## config.mk

```make
export PLATFORM = sky130hd
export DESIGN_NAME = reset_and_powerup_sequencer
export DESIGN_NICKNAME = d
export VERILOG_FILES = /design/src/reset_seq_pkg.sv /design/src/reset_and_powerup_sequencer.sv /design/src/sync_filter.sv
export SDC_FILE = /design/constraint.sdc
export NUM_CORES = 1
export LEC_CHECK = 0
export BUFFER_PORTS_ARGS = -buffer_cell sky130_fd_sc_hd__buf_2
export CAP_MARGIN = 20
export CORE_MARGIN = 5
export CORE_UTILIZATION = 35
export DETAILED_ROUTE_END_ITERATION = 12
export SYNTH_ARGS = -nofsm -noshare
export SYNTH_HDL_FRONTEND = slang
export SYNTH_HIERARCHICAL = 1
export SYNTH_SLANG_ARGS = --single-unit
```

## constraint.sdc

```tcl
create_clock -name clk -period 3.1 [get_ports clk]
set_clock_uncertainty 0.1 [all_clocks]
set_input_delay 0.465 -clock clk [delete_from_list [all_inputs] [get_ports clk]]
set_output_delay 0.465 -clock clk [all_outputs]
set_load 0.05 [all_outputs]
```

## src/reset_seq_pkg.sv

```systemverilog
// Shared constants and types for the reset and power-up sequencer.
// Assumes a single 20 MHz system clock and static configuration fuses.
package reset_seq_pkg;

    // System clock
    localparam int unsigned CLK_HZ = 20000000;
    localparam int unsigned CLK_PERIOD_NS = 50;

    // Power-up timer, counted in ticks of the dedicated RC oscillator
    localparam int unsigned POWER_UP_TIMER_MS = 72;
    localparam int unsigned RC_OSC_KHZ = 40;
    localparam int unsigned POWER_UP_TIMER_RC_TICKS = POWER_UP_TIMER_MS * RC_OSC_KHZ;

    // Oscillator start-up timer, in input-oscillator cycles
    localparam int unsigned OST_CYCLES = 1024;

    // Minimum widths honoured by the pin and brown-out filters
    localparam int unsigned EXT_RESET_PIN_N_MIN_NS = 2000;
    localparam int unsigned EXT_RESET_PIN_N_MIN_CYCLES = (EXT_RESET_PIN_N_MIN_NS + CLK_PERIOD_NS - 1) / CLK_PERIOD_NS;
    localparam int unsigned BOR_MIN_NS = 100000;
    localparam int unsigned BOR_MIN_CYCLES = (BOR_MIN_NS + CLK_PERIOD_NS - 1) / CLK_PERIOD_NS;

    // Register offsets
    localparam logic [3:0] ADDR_FLAGS = 4'h0;
    localparam logic [3:0] ADDR_IRQ_STATUS = 4'h1;
    localparam logic [3:0] ADDR_IRQ_MASK = 4'h2;
    localparam logic [3:0] ADDR_SCRATCH = 4'h3;
    localparam logic [3:0] ADDR_CONFIG = 4'h4;

    // Field positions of the flags register
    localparam int unsigned FLAG_TO_BIT = 4;
    localparam int unsigned FLAG_PD_BIT = 3;

    // Reset values
    localparam logic [7:0] IRQ_STATUS_RST = 8'h01;
    localparam logic [7:0] IRQ_MASK_RST = 8'h00;

    // Oscillator mode encodings of the configuration fuses
    localparam logic [1:0] OSC_LP = 2'h0;
    localparam logic [1:0] OSC_XT = 2'h1;
    localparam logic [1:0] OSC_HS = 2'h2;
    localparam logic [1:0] OSC_RC = 2'h3;

    // Reset causes, also the bit index in the interrupt status register
    localparam logic [2:0] CAUSE_POR = 3'h0;
    localparam logic [2:0] CAUSE_PIN_RUN = 3'h1;
    localparam logic [2:0] CAUSE_PIN_SLEEP = 3'h2;
    localparam logic [2:0] CAUSE_WDT_RST = 3'h3;
    localparam logic [2:0] CAUSE_WDT_WAKE = 3'h4;
    localparam logic [2:0] CAUSE_BOR = 3'h5;

    typedef struct packed {
        logic bor_enable;
        logic power_up_timer_disable;
        logic [1:0] osc_mode;
    } cfg_t;

    typedef struct packed {
        logic timeout;
        logic powerdown;
    } flags_t;

endpackage : reset_seq_pkg

```

## src/reset_and_powerup_sequencer.sv

```systemverilog
// Reset cause tracking, power-up and oscillator start-up timing, clock-out divider.
// Assumes rst_n is the analog power-on pulse and that fuses are static after it.
// Functional notes
// - Distinguish power-on, pin run, pin sleep, watchdog reset, watchdog wake, brown-out.
// - One register class is never reset; it keeps contents across all resets.
// - Defined-value registers reset on power-on, pin, watchdog and brown-out resets.
// - Watchdog wake-up from sleep leaves defined-value registers untouched.
// - Timeout and power-down flags are set or cleared per reset cause.
// - Reset pin is filtered; pulses shorter than the minimum width are ignored.
// - Power-on reset happens only on a rising supply, never on decline.
// - Power-up timer runs only after power-on or brown-out reset.
// - Power-up timer counts a dedicated RC oscillator, not the main clock.
// - Core stays in reset while the power-up timer counts.
// - Power-up timer disable fuse: one disables unless brown-out is enabled, zero enables.
// - Crystal modes accept a crystal or an external clock on the input pin.
// - RC mode drives oscillator divided by four on the clock-out pin.
// - Start-up timer holds reset for 1024 input-oscillator cycles after power-up timer.
// - Start-up timer runs only in crystal modes, after power-on, brown-out or watchdog wake.
// - Power-up timer starts after the power-on pulse, start-up timer follows.
// - Power-on reset sets both the timeout and power-down flags.
`timescale 1ns/1ns
module reset_and_powerup_sequencer
    import reset_seq_pkg::*;
#(
    parameter int unsigned POWER_UP_TIMER_TICKS = reset_seq_pkg::POWER_UP_TIMER_RC_TICKS
) (
    input wire logic clk,
    input wire logic rst_n,
    input wire logic ext_reset_pin_n,
    input wire logic brownout_det,
    input wire logic rc_osc_pin,
    input wire logic osc_in_pin,
    input wire reset_seq_pkg::cfg_t cfg,
    input wire logic watchdog_timeout,
    input wire logic core_sleeping,
    input wire logic [3:0] addr,
    input wire logic [7:0] wdata,
    input wire logic wr,
    input wire logic rd,
    output logic [7:0] rdata,
    output logic core_hold,
    output logic defined_reset,
    output logic wake_pulse,
    output logic timeout_flag,
    output logic powerdown_flag,
    output logic osc_out_clock_out_pin,
    output logic osc_out_clock_out_pin_oe,
    output logic irq
);
    import reset_seq_pkg::*;

    typedef enum logic [1:0] {ST_RUN, ST_SRC_HOLD, ST_POWER_UP_TIMER, ST_OST} state_t;

    localparam logic [21:0] POWER_UP_TIMER_LAST = 22'(POWER_UP_TIMER_TICKS - 1);
    localparam logic [21:0] OST_LAST = 22'(OST_CYCLES - 1);

    function automatic logic is_crystal(input logic [1:0] mode);
        is_crystal = (mode != OSC_RC);
    endfunction : is_crystal

    state_t state_r;
    state_t state_nxt;
    logic [2:0] cause_r;
    logic [2:0] cause_nxt;
    flags_t flags_r;
    flags_t flags_nxt;
    logic [21:0] tmr_r;
    logic [21:0] tmr_nxt;
    logic [7:0] irq_status_r;
    logic [7:0] irq_status_nxt;
    logic [7:0] irq_mask_r;
    logic [7:0] irq_mask_nxt;
    logic [7:0] scratch_r;
    logic [7:0] rdata_nxt;
    logic [1:0] div_r;
    logic pin_low_d_r;
    logic osc_d_r;
    logic rc_d_r;
    logic ev_valid;
    logic [2:0] ev_cause;
    logic pin_s;
    logic bor_s;
    logic osc_s;
    logic rc_s;

    // Pin-side inputs; the reset pin and brown-out detector are width filtered
    sync_filter #(.MIN_CYCLES(EXT_RESET_PIN_N_MIN_CYCLES), .RST_VAL(1'b1)) u_pin (
        .clk(clk), .rst_n(rst_n), .raw(ext_reset_pin_n), .level(pin_s));
    sync_filter #(.MIN_CYCLES(BOR_MIN_CYCLES), .RST_VAL(1'b0)) u_bor (
        .clk(clk), .rst_n(rst_n), .raw(brownout_det), .level(bor_s));
    sync_filter #(.MIN_CYCLES(1), .RST_VAL(1'b0)) u_osc (
        .clk(clk), .rst_n(rst_n), .raw(osc_in_pin), .level(osc_s));
    sync_filter #(.MIN_CYCLES(1), .RST_VAL(1'b0)) u_rc (
        .clk(clk), .rst_n(rst_n), .raw(rc_osc_pin), .level(rc_s));

    // Source levels and edges
    wire pin_active = !pin_s;
    wire pin_fall = pin_active && !pin_low_d_r;
    wire bor_active = cfg.bor_enable && bor_s;
    wire osc_rise = osc_s && !osc_d_r;
    wire rc_rise = rc_s && !rc_d_r;
    wire rc_mode = !is_crystal(cfg.osc_mode);

    // Timer needs; brown-out enable forces the power-up timer on
    wire power_up_timer_on = !cfg.power_up_timer_disable || cfg.bor_enable;
    wire after_supply = (cause_r == CAUSE_POR) || (cause_r == CAUSE_BOR);
    wire ost_on = is_crystal(cfg.osc_mode) && (after_supply || cause_r == CAUSE_WDT_WAKE);
    wire power_up_timer_done = rc_rise && (tmr_r == POWER_UP_TIMER_LAST);
    wire ost_done = osc_rise && (tmr_r == OST_LAST);
    wire wdt_run = (state_r == ST_RUN) && watchdog_timeout;

    // Sequencer; brown-out wins over everything and re-initialises the timers
    always_comb begin
        state_nxt = state_r;
        cause_nxt = cause_r;
        ev_valid = 1'b0;
        ev_cause = cause_r;
        case (state_r)
            ST_RUN: begin
                if (pin_fall) begin
                    ev_valid = 1'b1;
                    ev_cause = core_sleeping ? CAUSE_PIN_SLEEP : CAUSE_PIN_RUN;
                end else if (wdt_run && core_sleeping) begin
                    ev_valid = 1'b1;
                    ev_cause = CAUSE_WDT_WAKE;
                    if (is_crystal(cfg.osc_mode)) begin
                        state_nxt = ST_OST;
                    end
                end else if (wdt_run) begin
                    ev_valid = 1'b1;
                    ev_cause = CAUSE_WDT_RST;
                    state_nxt = ST_SRC_HOLD;
                end
            end
            ST_SRC_HOLD: begin
                if (!bor_active) begin
                    if (after_supply && power_up_timer_on) begin
                        state_nxt = ST_POWER_UP_TIMER;
                    end else if (ost_on) begin
                        state_nxt = ST_OST;
                    end else begin
                        state_nxt = ST_RUN;
                    end
                end
            end
            ST_POWER_UP_TIMER: begin
                if (power_up_timer_done) begin
                    state_nxt = ost_on ? ST_OST : ST_RUN;
                end
            end
            ST_OST: begin
                if (ost_done) begin
                    state_nxt = ST_RUN;
                end
            end
            default: state_nxt = ST_SRC_HOLD;
        endcase
        if (bor_active && !(state_r == ST_SRC_HOLD && cause_r == CAUSE_BOR)) begin
            ev_valid = 1'b1;
            ev_cause = CAUSE_BOR;
            state_nxt = ST_SRC_HOLD;
        end
        if (ev_valid) begin
            cause_nxt = ev_cause;
        end
    end

    // Cause flags; brown-out and pin-in-run leave both flags as they were
    always_comb begin
        flags_nxt = flags_r;
        if (ev_valid) begin
            case (ev_cause)
                CAUSE_PIN_SLEEP: flags_nxt = '{timeout: 1'b1, powerdown: 1'b0};
                CAUSE_WDT_RST: flags_nxt.timeout = 1'b0;
                CAUSE_WDT_WAKE: flags_nxt = '{timeout: 1'b0, powerdown: 1'b0};
                default: flags_nxt = flags_r;
            endcase
        end
    end

    // One timer shared by both delays, cleared on every state change
    wire tmr_tick = ((state_r == ST_POWER_UP_TIMER) && rc_rise) || ((state_r == ST_OST) && osc_rise);
    assign tmr_nxt = (state_nxt != state_r) ? 22'h000000 : (tmr_tick ? tmr_r + 22'h000001 : tmr_r);

    // Internal reset is the OR of live sources and running timers
    wire hold_nxt = (state_nxt != ST_RUN) || pin_active || bor_active;
    wire defined_nxt = hold_nxt && (cause_nxt != CAUSE_WDT_WAKE);
    wire wake_nxt = (state_r != ST_RUN) && (state_nxt == ST_RUN) && (cause_r == CAUSE_WDT_WAKE);

    // Register decode
    wire wr_status = wr && (addr == ADDR_IRQ_STATUS);
    wire wr_mask = wr && (addr == ADDR_IRQ_MASK);
    wire wr_scratch = wr && (addr == ADDR_SCRATCH);
    wire [7:0] ev_bits = ev_valid ? (8'h01 << ev_cause) : 8'h00;
    wire [7:0] flags_word = {3'h0, flags_r.timeout, flags_r.powerdown, cause_r};

    // Set beats a same-cycle write-one clear
    assign irq_status_nxt = (irq_status_r & ~(wr_status ? wdata : 8'h00)) | ev_bits;
    // Mask is a defined-value register; watchdog wake keeps it
    assign irq_mask_nxt = defined_reset ? IRQ_MASK_RST : (wr_mask ? wdata : irq_mask_r);

    // Read mux; unmapped offsets read zero
    always_comb begin
        if (!rd) begin
            rdata_nxt = 8'h00;
        end else if (addr == ADDR_FLAGS) begin
            rdata_nxt = flags_word;
        end else if (addr == ADDR_IRQ_STATUS) begin
            rdata_nxt = irq_status_r;
        end else if (addr == ADDR_IRQ_MASK) begin
            rdata_nxt = irq_mask_r;
        end else if (addr == ADDR_SCRATCH) begin
            rdata_nxt = scratch_r;
        end else if (addr == ADDR_CONFIG) begin
            rdata_nxt = {4'h0, cfg};
        end else begin
            rdata_nxt = 8'h00;
        end
    end

    // Retained scratch; no reset of any kind, so power-up content is undefined
    always_ff @(posedge clk) begin
        if (wr_scratch) begin
            scratch_r <= wdata;
        end
    end

    // Power-on state: only the release of the analog pulse yields this cause
    always_ff @(posedge clk or negedge rst_n) begin
        if (!rst_n) begin
            state_r <= ST_SRC_HOLD;
            cause_r <= CAUSE_POR;
            flags_r <= '{timeout: 1'b1, powerdown: 1'b1};
            tmr_r <= 22'h000000;
        end else begin
            state_r <= state_nxt;
            cause_r <= cause_nxt;
            flags_r <= flags_nxt;
            tmr_r <= tmr_nxt;
        end
    end

    // Registered outputs and edge history
    always_ff @(posedge clk or negedge rst_n) begin
        if (!rst_n) begin
            core_hold <= 1'b1;
            defined_reset <= 1'b1;
            wake_pulse <= 1'b0;
            timeout_flag <= 1'b1;
            powerdown_flag <= 1'b1;
            irq_status_r <= IRQ_STATUS_RST;
            irq_mask_r <= IRQ_MASK_RST;
            irq <= 1'b0;
            rdata <= 8'h00;
            pin_low_d_r <= 1'b0;
            osc_d_r <= 1'b0;
            rc_d_r <= 1'b0;
        end else begin
            core_hold <= hold_nxt;
            defined_reset <= defined_nxt;
            wake_pulse <= wake_nxt;
            timeout_flag <= flags_nxt.timeout;
            powerdown_flag <= flags_nxt.powerdown;
            irq_status_r <= irq_status_nxt;
            irq_mask_r <= irq_mask_nxt;
            irq <= |(irq_status_nxt & irq_mask_nxt);
            rdata <= rdata_nxt;
            pin_low_d_r <= pin_active;
            osc_d_r <= osc_s;
            rc_d_r <= rc_s;
        end
    end

    // Clock-out divider; a crystal drives the out pin in the other modes, so release it
    always_ff @(posedge clk or negedge rst_n) begin
        if (!rst_n) begin
            div_r <= 2'h0;
            osc_out_clock_out_pin <= 1'b0;
            osc_out_clock_out_pin_oe <= 1'b0;
        end else begin
            div_r <= osc_rise ? div_r + 2'h1 : div_r;
            osc_out_clock_out_pin <= rc_mode && div_r[1];
            osc_out_clock_out_pin_oe <= rc_mode;
        end
    end

    property p_power_up_timer_hold;
        @(posedge clk) disable iff (!rst_n) (state_r == ST_POWER_UP_TIMER) |-> core_hold;
    endproperty
    a_power_up_timer_hold: assert property (p_power_up_timer_hold) else $error("core released during power-up timer");

    property p_wake_keeps;
        @(posedge clk) disable iff (!rst_n)
            (wdt_run && core_sleeping && !pin_fall && !bor_active) |=> !defined_reset && !timeout_flag;
    endproperty
    a_wake_keeps: assert property (p_wake_keeps) else $error("watchdog wake reset registers");

    property p_wdt_flags;
        @(posedge clk) disable iff (!rst_n)
            (wdt_run && !core_sleeping && !pin_fall && !bor_active) |=> !timeout_flag && defined_reset;
    endproperty
    a_wdt_flags: assert property (p_wdt_flags) else $error("watchdog reset flags wrong");

    property p_por_flags;
        @(posedge clk) disable iff (!rst_n)
            (cause_r == CAUSE_POR) |-> (flags_r.timeout && flags_r.powerdown);
    endproperty
    a_por_flags: assert property (p_por_flags) else $error("power-on flags not both set");

    property p_pin_no_timer;
        @(posedge clk) disable iff (!rst_n)
            (state_r == ST_RUN && pin_fall && !bor_active) |=> (state_r == ST_RUN);
    endproperty
    a_pin_no_timer: assert property (p_pin_no_timer) else $error("pin reset started a timer");

    property p_ost_end;
        @(posedge clk) disable iff (!rst_n)
            (state_r == ST_OST && ost_done && !bor_active) |=> (state_r == ST_RUN) ##1 !core_hold || pin_active;
    endproperty
    a_ost_end: assert property (p_ost_end) else $error("start-up timer length wrong");

    property p_rc_no_ost;
        @(posedge clk) disable iff (!rst_n) rc_mode |=> (state_r != ST_OST) || $past(!rc_mode);
    endproperty
    a_rc_no_ost: assert property (p_rc_no_ost) else $error("start-up timer ran in RC mode");

    property p_bor_hold;
        @(posedge clk) disable iff (!rst_n) bor_active |=> (state_r == ST_SRC_HOLD) ##1 core_hold;
    endproperty
    a_bor_hold: assert property (p_bor_hold) else $error("brown-out did not hold reset");

    property p_power_up_timer_skip;
        @(posedge clk) disable iff (!rst_n)
            (state_r == ST_SRC_HOLD && !bor_active && !power_up_timer_on) |=> (state_r != ST_POWER_UP_TIMER);
    endproperty
    a_power_up_timer_skip: assert property (p_power_up_timer_skip) else $error("disabled power-up timer ran");
endmodule : reset_and_powerup_sequencer

```

## src/sync_filter.sv

```systemverilog
// Two-flop synchroniser followed by a minimum-width filter.
// Assumes the raw input is asynchronous to clk.
`timescale 1ns/1ns
module sync_filter #(
    parameter int unsigned MIN_CYCLES = 1,
    parameter bit RST_VAL = 1'b0
) (
    input wire logic clk,
    input wire logic rst_n,
    input wire logic raw,
    output logic level
);
    logic meta_r;
    logic sync_r;
    logic [11:0] cnt_r;
    logic [11:0] cnt_nxt;
    logic level_nxt;
    wire differs = (sync_r != level);
    wire at_limit = (cnt_r == 12'(MIN_CYCLES - 1));

    // Shorter excursions never reach the output
    assign cnt_nxt = (differs && !at_limit) ? cnt_r + 12'h001 : 12'h000;
    assign level_nxt = (differs && at_limit) ? sync_r : level;

    // Synchroniser; only sync_r reads meta_r
    always_ff @(posedge clk or negedge rst_n) begin
        if (!rst_n) begin
            meta_r <= RST_VAL;
            sync_r <= RST_VAL;
            cnt_r <= 12'h000;
            level <= RST_VAL;
        end else begin
            meta_r <= raw;
            sync_r <= meta_r;
            cnt_r <= cnt_nxt;
            level <= level_nxt;
        end
    end
endmodule : sync_filter
```

* Yosys cells after proc, flatten, opt, wreduce, memory -nomap -nowiden
Index checks and enable logic that the tools add are counted.
** Cells by class
- $add $sub $neg :: 6
- Equality and inequality tests :: 23
- Shift-type cells :: 1
- Muxes and demuxes :: 40
- Bitwise logic cells :: 4
- Reduce and logical (&&, ||, !) cells :: 61
** Operator list (count)
- two-way mux 8 bit :: 9
- adder 12 x 1 -> 12 bit, second input constant :: 4
- two-way mux 12 bit :: 4
- two-way mux 22 bit :: 2
- logical AND 1 bit :: 29
- zero test 12 bit :: 2
- adder 22 x 1 -> 22 bit, second input constant :: 1
- == test 22 x 10 -> 1 bit, second input constant :: 1
- == test 22 x 12 -> 1 bit, second input constant :: 1
- two-way mux 2 bit :: 11
- two-way mux 3 bit :: 6
- bitwise AND 8 bit :: 2
- == test 12 x 11 -> 1 bit, second input constant :: 1
- == test 12 x 6 -> 1 bit, second input constant :: 1
- zero test 1 bit :: 11
- == test 3 bit, second input constant :: 3
- == test 4 x 2 -> 1 bit, second input constant :: 2
- NOT 8 bit :: 1
- OR 8 bit :: 1
- one-hot mux 2 bit (4 select lines) :: 1
- nonzero test 2 bit :: 4
- OR reduction 8 bit :: 1
- << shifter 1 x 3 -> 8 bit, first input constant :: 1
- == test 3 x 2 -> 1 bit, second input constant :: 2
- other kinds (18) :: 34
** Word-level totals
- Bits in registers :: 132
- Output and inout port bits :: 16
- Logic and storage cells :: 170

* Longest topological paths before layout
- Depth after elaboration :: 13
- Mapped depth :: 7
- Depth with buffers taken out :: 6

* Modules after synthesis
The synthesis kept the hierarchy.
** By module, submodules not included
- reset_and_powerup_sequencer :: instances 1, cells an instance 367, area an instance 3758.6 um^2, sequential area each 1849.3 um^2
- sync_filter at u_osc ... :: instances 2, cells an instance 67, area an instance 713.2 um^2, sequential area each 375.4 um^2
- sync_filter at u_bor :: instances 1, cells an instance 67, area an instance 714.4 um^2, sequential area each 375.4 um^2
- sync_filter at u_pin :: instances 1, cells an instance 64, area an instance 704.4 um^2, sequential area each 379.1 um^2

* Least setup slack after synthesis
Ideal clock, no wire load.
- Kind :: reg-to-reg
- Start :: register tmr_r[0]
- End :: register tmr_r[0]
- Library setup time :: 0.142 ns
- Arrival time :: 2.352 ns
- Required time :: 2.858 ns
- Path slack :: 0.506 ns
- Cell stages (with the launch flop) :: 7
- Period minus slack after synthesis :: 2.594 ns
- Cells stage by stage :: dfrtp_1 ha_1 or4b_1 or4_4 o31a_4 nor4b_4 nor4_1
** Between the ends
- Word-level cells in the longest chain between the ends :: 7
** RTL lines
- from (decl) :: line reset_and_powerup_sequencer.sv:67 : logic [21:0] tmr_r;
- from (signal assigned) :: line reset_and_powerup_sequencer.sv:239 : tmr_r <= tmr_nxt;
- == test 22 x 10 -> 1 bit / == test 22 x 12 -> 1 bit (equally long branches) :: line reset_and_powerup_sequencer.sv:109, reset_and_powerup_sequencer.sv:108
- logical AND 1 bit (on tied branches) :: line reset_and_powerup_sequencer.sv:109, reset_and_powerup_sequencer.sv:108
- two-way mux 2 bit (on tied branches) :: line reset_and_powerup_sequencer.sv:152, reset_and_powerup_sequencer.sv:147
- one-hot mux 2 bit (4 select lines) :: line reset_and_powerup_sequencer.sv:118 : case (state_r)
- two-way mux 2 bit :: line reset_and_powerup_sequencer.sv:158 : if (bor_active && !(state_r == ST_SRC_HOLD && cause_r == CAUSE_BOR)) begin
- != test 2 bit :: line reset_and_powerup_sequencer.sv:183 : assign tmr_nxt = (state_nxt != state_r) ? 22'h000000 : (tmr_tick ? tmr_r + 22'h000001 : tmr_r);
- two-way mux 22 bit / nonzero test 2 bit (equally long branches)
Parallel ways exist; a longest one is shown, timed or not. The select of a mux whose other input is x is not followed.
A chain may end at the register's enable or synchronous reset.

* Final worst setup path
- Start :: register tmr_r[0]
- End :: register tmr_r[9]
Same word-level chain as after synthesis.

==> metrics <==
status=finished, final reports clean; Ports=42; flops & latches, synth=132; Netlist Area Pre-Place=6600 µm²; Mapped Nets=approximately 670; Routed WL=15000 µm; dpl ws=203 ps; Buf/Inv on CP=0; H-tree lvl count=4; I/O Buffers=41; max incr delay on CP=600 ps; sequential area share after synthesis=50.8%; Netlist cell types=between 80 and 90; global route overflow=0; peak supply drop=0.380 mV; Initial Util=35.4%; Worst-Margin Slew=956 ps; core area=18600 µm²; Pwr Density=655 nW/µm²; Die Height=147 µm; initial antenna violation count=0; crit path DAT=just over 3000 ps; total placed cells including tap cells=slightly below 900; Synth-to-Final Area Change=16.6%; final hold violations=0; largest net degree at the start of global routing=61; share of synthesized flip-flops with an asynchronous set or reset=93.9%; wire per inst=16.2 µm; critical-path maximum fanout=10; HPWL Detailed=10300 µm; setup TNS=0 ps; type of origin of the critical path=flip-flop; P_leak=around 3.1 nW; Vias=5095; Crit Path Class=flip-flop to flip-flop; initial DRC count=340; crit-path leading delay family=simple AND/OR/NAND/NOR gates; setup slack after layout=210 ps; num rows=50; HP Class=input pin to flip-flop; RSZ-0062 raised after global routing=false; post-detailed-route DRC marker count=0; Via density=between 5 and 6; worst skew pair latency=420 ps; worst path cell trace=ha_1, or4b_1, or4_4, o31a_4, nor4b_4, nor4_1; die span in x=147 µm; Max-cap violations=0; filler-free cell count of the finished design=928; total clock sinks=132; final net count=between 700 and 800; Post-Syn Instances=about 630; Longest Clk Path Bufs=2; gpl congestion=approximately 0.86; achievable frequency=346 MHz; Root Driver=clkbuf_16; final setup fails=0; first-pass GRT wire length=25300 µm; clock-pin slew on the worst setup and hold paths=60 ps; vias in the first global route=just over 5000; CTS tree=done; full die area=21700 µm²; Filler Cells Inserted=1819; Post-CTS Resized=0; Num CTS Buffers=17; slowest stage cell, crit path=nor4b_4; fin crit share=93.2%; Pre-Repair DR Iteration Count=5; Detail Route Antenna Nets=0; # diodes=0; total track usage=between 10 and 15%; layout cell share with drive strength beyond 1=17.9%; fin. max-slew vios=0; Ys Warns=6; min Tclk post-route=just under 3000 ps; Worst EP required=roughly 3300 ps; most common flop cell mapped by yosys=dfrtp_1; CP endpoint kind=flip-flop; Worst slew margin=36.0%; Post-synth EDFFs=8; Mean Syn Cell Area=10.4 µm²
## worst reg2reg max path, delay by kind of cell, from the launching register on
family	cells	cell delay (ps)
and+or+nand+nor	4	1680
AOI/OAI and AO/OA	1	340
adders and majority gates	1	230
DFF	1	410
## metal layers
layer	global-route usage (%)	up-vias	wire length, µm	share of wire [%]
li1	-	2440	-	-
met1	18.7	2505	6950	46
met2	22.4	124	7060	47
met3	3.64	26	748	5.0
met4	6.10	0	286	1.9
met5	0	-	0	0
## Yosys cell counts (all sizes together) (4+ instances only)
| master | count | area, µm² |
|---|---|---|
| nor4 | 19 | 140 |
| xor2 | 11 | 96.3 |
| edfxtp | 8 | 240 |
| and4 | 4 | 38.8 |
| nor2b | 7 | 43.8 |
| a211oi | 4 | 30.0 |
| and2 | 4 | 27.5 |
| nor3 | 29 | 145 |
| a21oi | 40 | 200 |
| a22oi | 5 | 37.5 |
| o22ai | 4 | 25.0 |
| o31ai | 19 | 156 |
| xnor2 | 33 | 289 |
| clkbuf | 8 | 33.8 |
| or4 | 13 | 109 |
| nor2 | 55 | 206 |
| ha | 7 | 87.6 |
| inv | 28 | 105 |
| nand3 | 38 | 195 |
| o21ai | 27 | 135 |
| or3 | 17 | 111 |
| mux2i | 9 | 90.1 |
| dfrtp | 115 | 2880 |
| nand2 | 31 | 116 |
| mux2 | 8 | 93.8 |
| nand4 | 12 | 111 |
| buf | 10 | 87.6 |
| dfstp | 9 | 236 |
## power by group
group          internal [mW]  total [mW]  switching, mW
Clock                   1.49        2.23          0.745
Sequential              1.85        2.00          0.152
Combinational          0.278       0.815          0.536
Total                   3.61        5.04           1.43
## final cells by class
type,count,area [µm²],area share (%)
flip-flops and latches,132,3350,43.6
multi-input cells,453,3010,39.1
clock buffers,22,474,6.16
well taps,234,293,3.80
repair buffers,49,283,3.67
clock inverters,10,178,2.31
inverters,28,105,1.37
## final timing paths
path | start | to | cells after the start | slack, ps
worst max-delay path | tmr_r[0]$_DFFE_PN0P_ | tmr_r[9]$_DFFE_PN0P_ | 6 | 210
worst min-delay path | ext_reset_pin_n | u_pin/meta_r$_DFF_PN1_ | 1 | 40
worst max register to register | tmr_r[0]$_DFFE_PN0P_ | tmr_r[9]$_DFFE_PN0P_ | 6 | 210
worst min register to register | u_rc/meta_r$_DFF_PN0_ | u_rc/sync_r$_DFF_PN0_ | 0 | 250
max in group asynchronous | rst_n | u_osc/cnt_r[10]$_DFF_PN0_ | 3 | 1660
min in group asynchronous | rst_n | u_pin/cnt_r[4]$_DFF_PN0_ | 2 | 490
## logic make-up (layout without fill, tap and decap cells)
kind of cell	after synthesis	count (layout)	synth area share [%]
adders and majority gates	7	7	1.33
AOI/OAI and AO/OA	133	133	13.8
xor gates and xnor gates	44	44	5.84
and+or+nand+nor	252	252	21.8
buffers and inverters	47	109	3.62
DFF	132	132	50.8
muxes	17	17	2.79
## metrics by stage
stage / power, mW / hold slack (ps) / utilization (%) / cell area (µm²)
after floorplan: 2.61 / 69.4 / - / 6600
final: 5.04 / 42.4 / 41.3 / 7700
after global placement: 2.81 / 234 / 37.7 / 7040
after CTS: 5.08 / 18.4 / 41.3 / 7700
after global routing: 5.27 / 14.4 / 41.3 / 7700
after detailed placement: 2.83 / 235 / 37.7 / 7040
## timing repair
item	in CTS	in global routing
hold buffers	1	0
setup buffers	0	0
endpoints found under the setup margin	0	0
endpoints found under the hold margin	37	0
## state kept, by name (all words and copies together) (netlist names), 8 cells and up
register	count
irq_status_r	8
irq_mask_r	8
tmr_r	22
rdata	8
u_bor/cnt_r	12
u_rc/cnt_r	12
scratch_r	8
u_osc/cnt_r	12
u_pin/cnt_r	12
## placed cells by master (no fill, tap or decap), drive strengths merged, types with 9 or more instances in the layout
cell type / n
mux2i: 9
o21ai: 27
xnor2: 33
inv: 28
o31ai: 19
buf: 48
nor2: 55
nand3: 38
nand4: 12
or3: 17
dfrtp: 115
nand2: 31
xor2: 11
or4: 13
nor3: 29
a21oi: 40
nor4: 19
dfstp: 9
clkbuf: 22
Note: power is estimated with default switching activity, not from simulation.
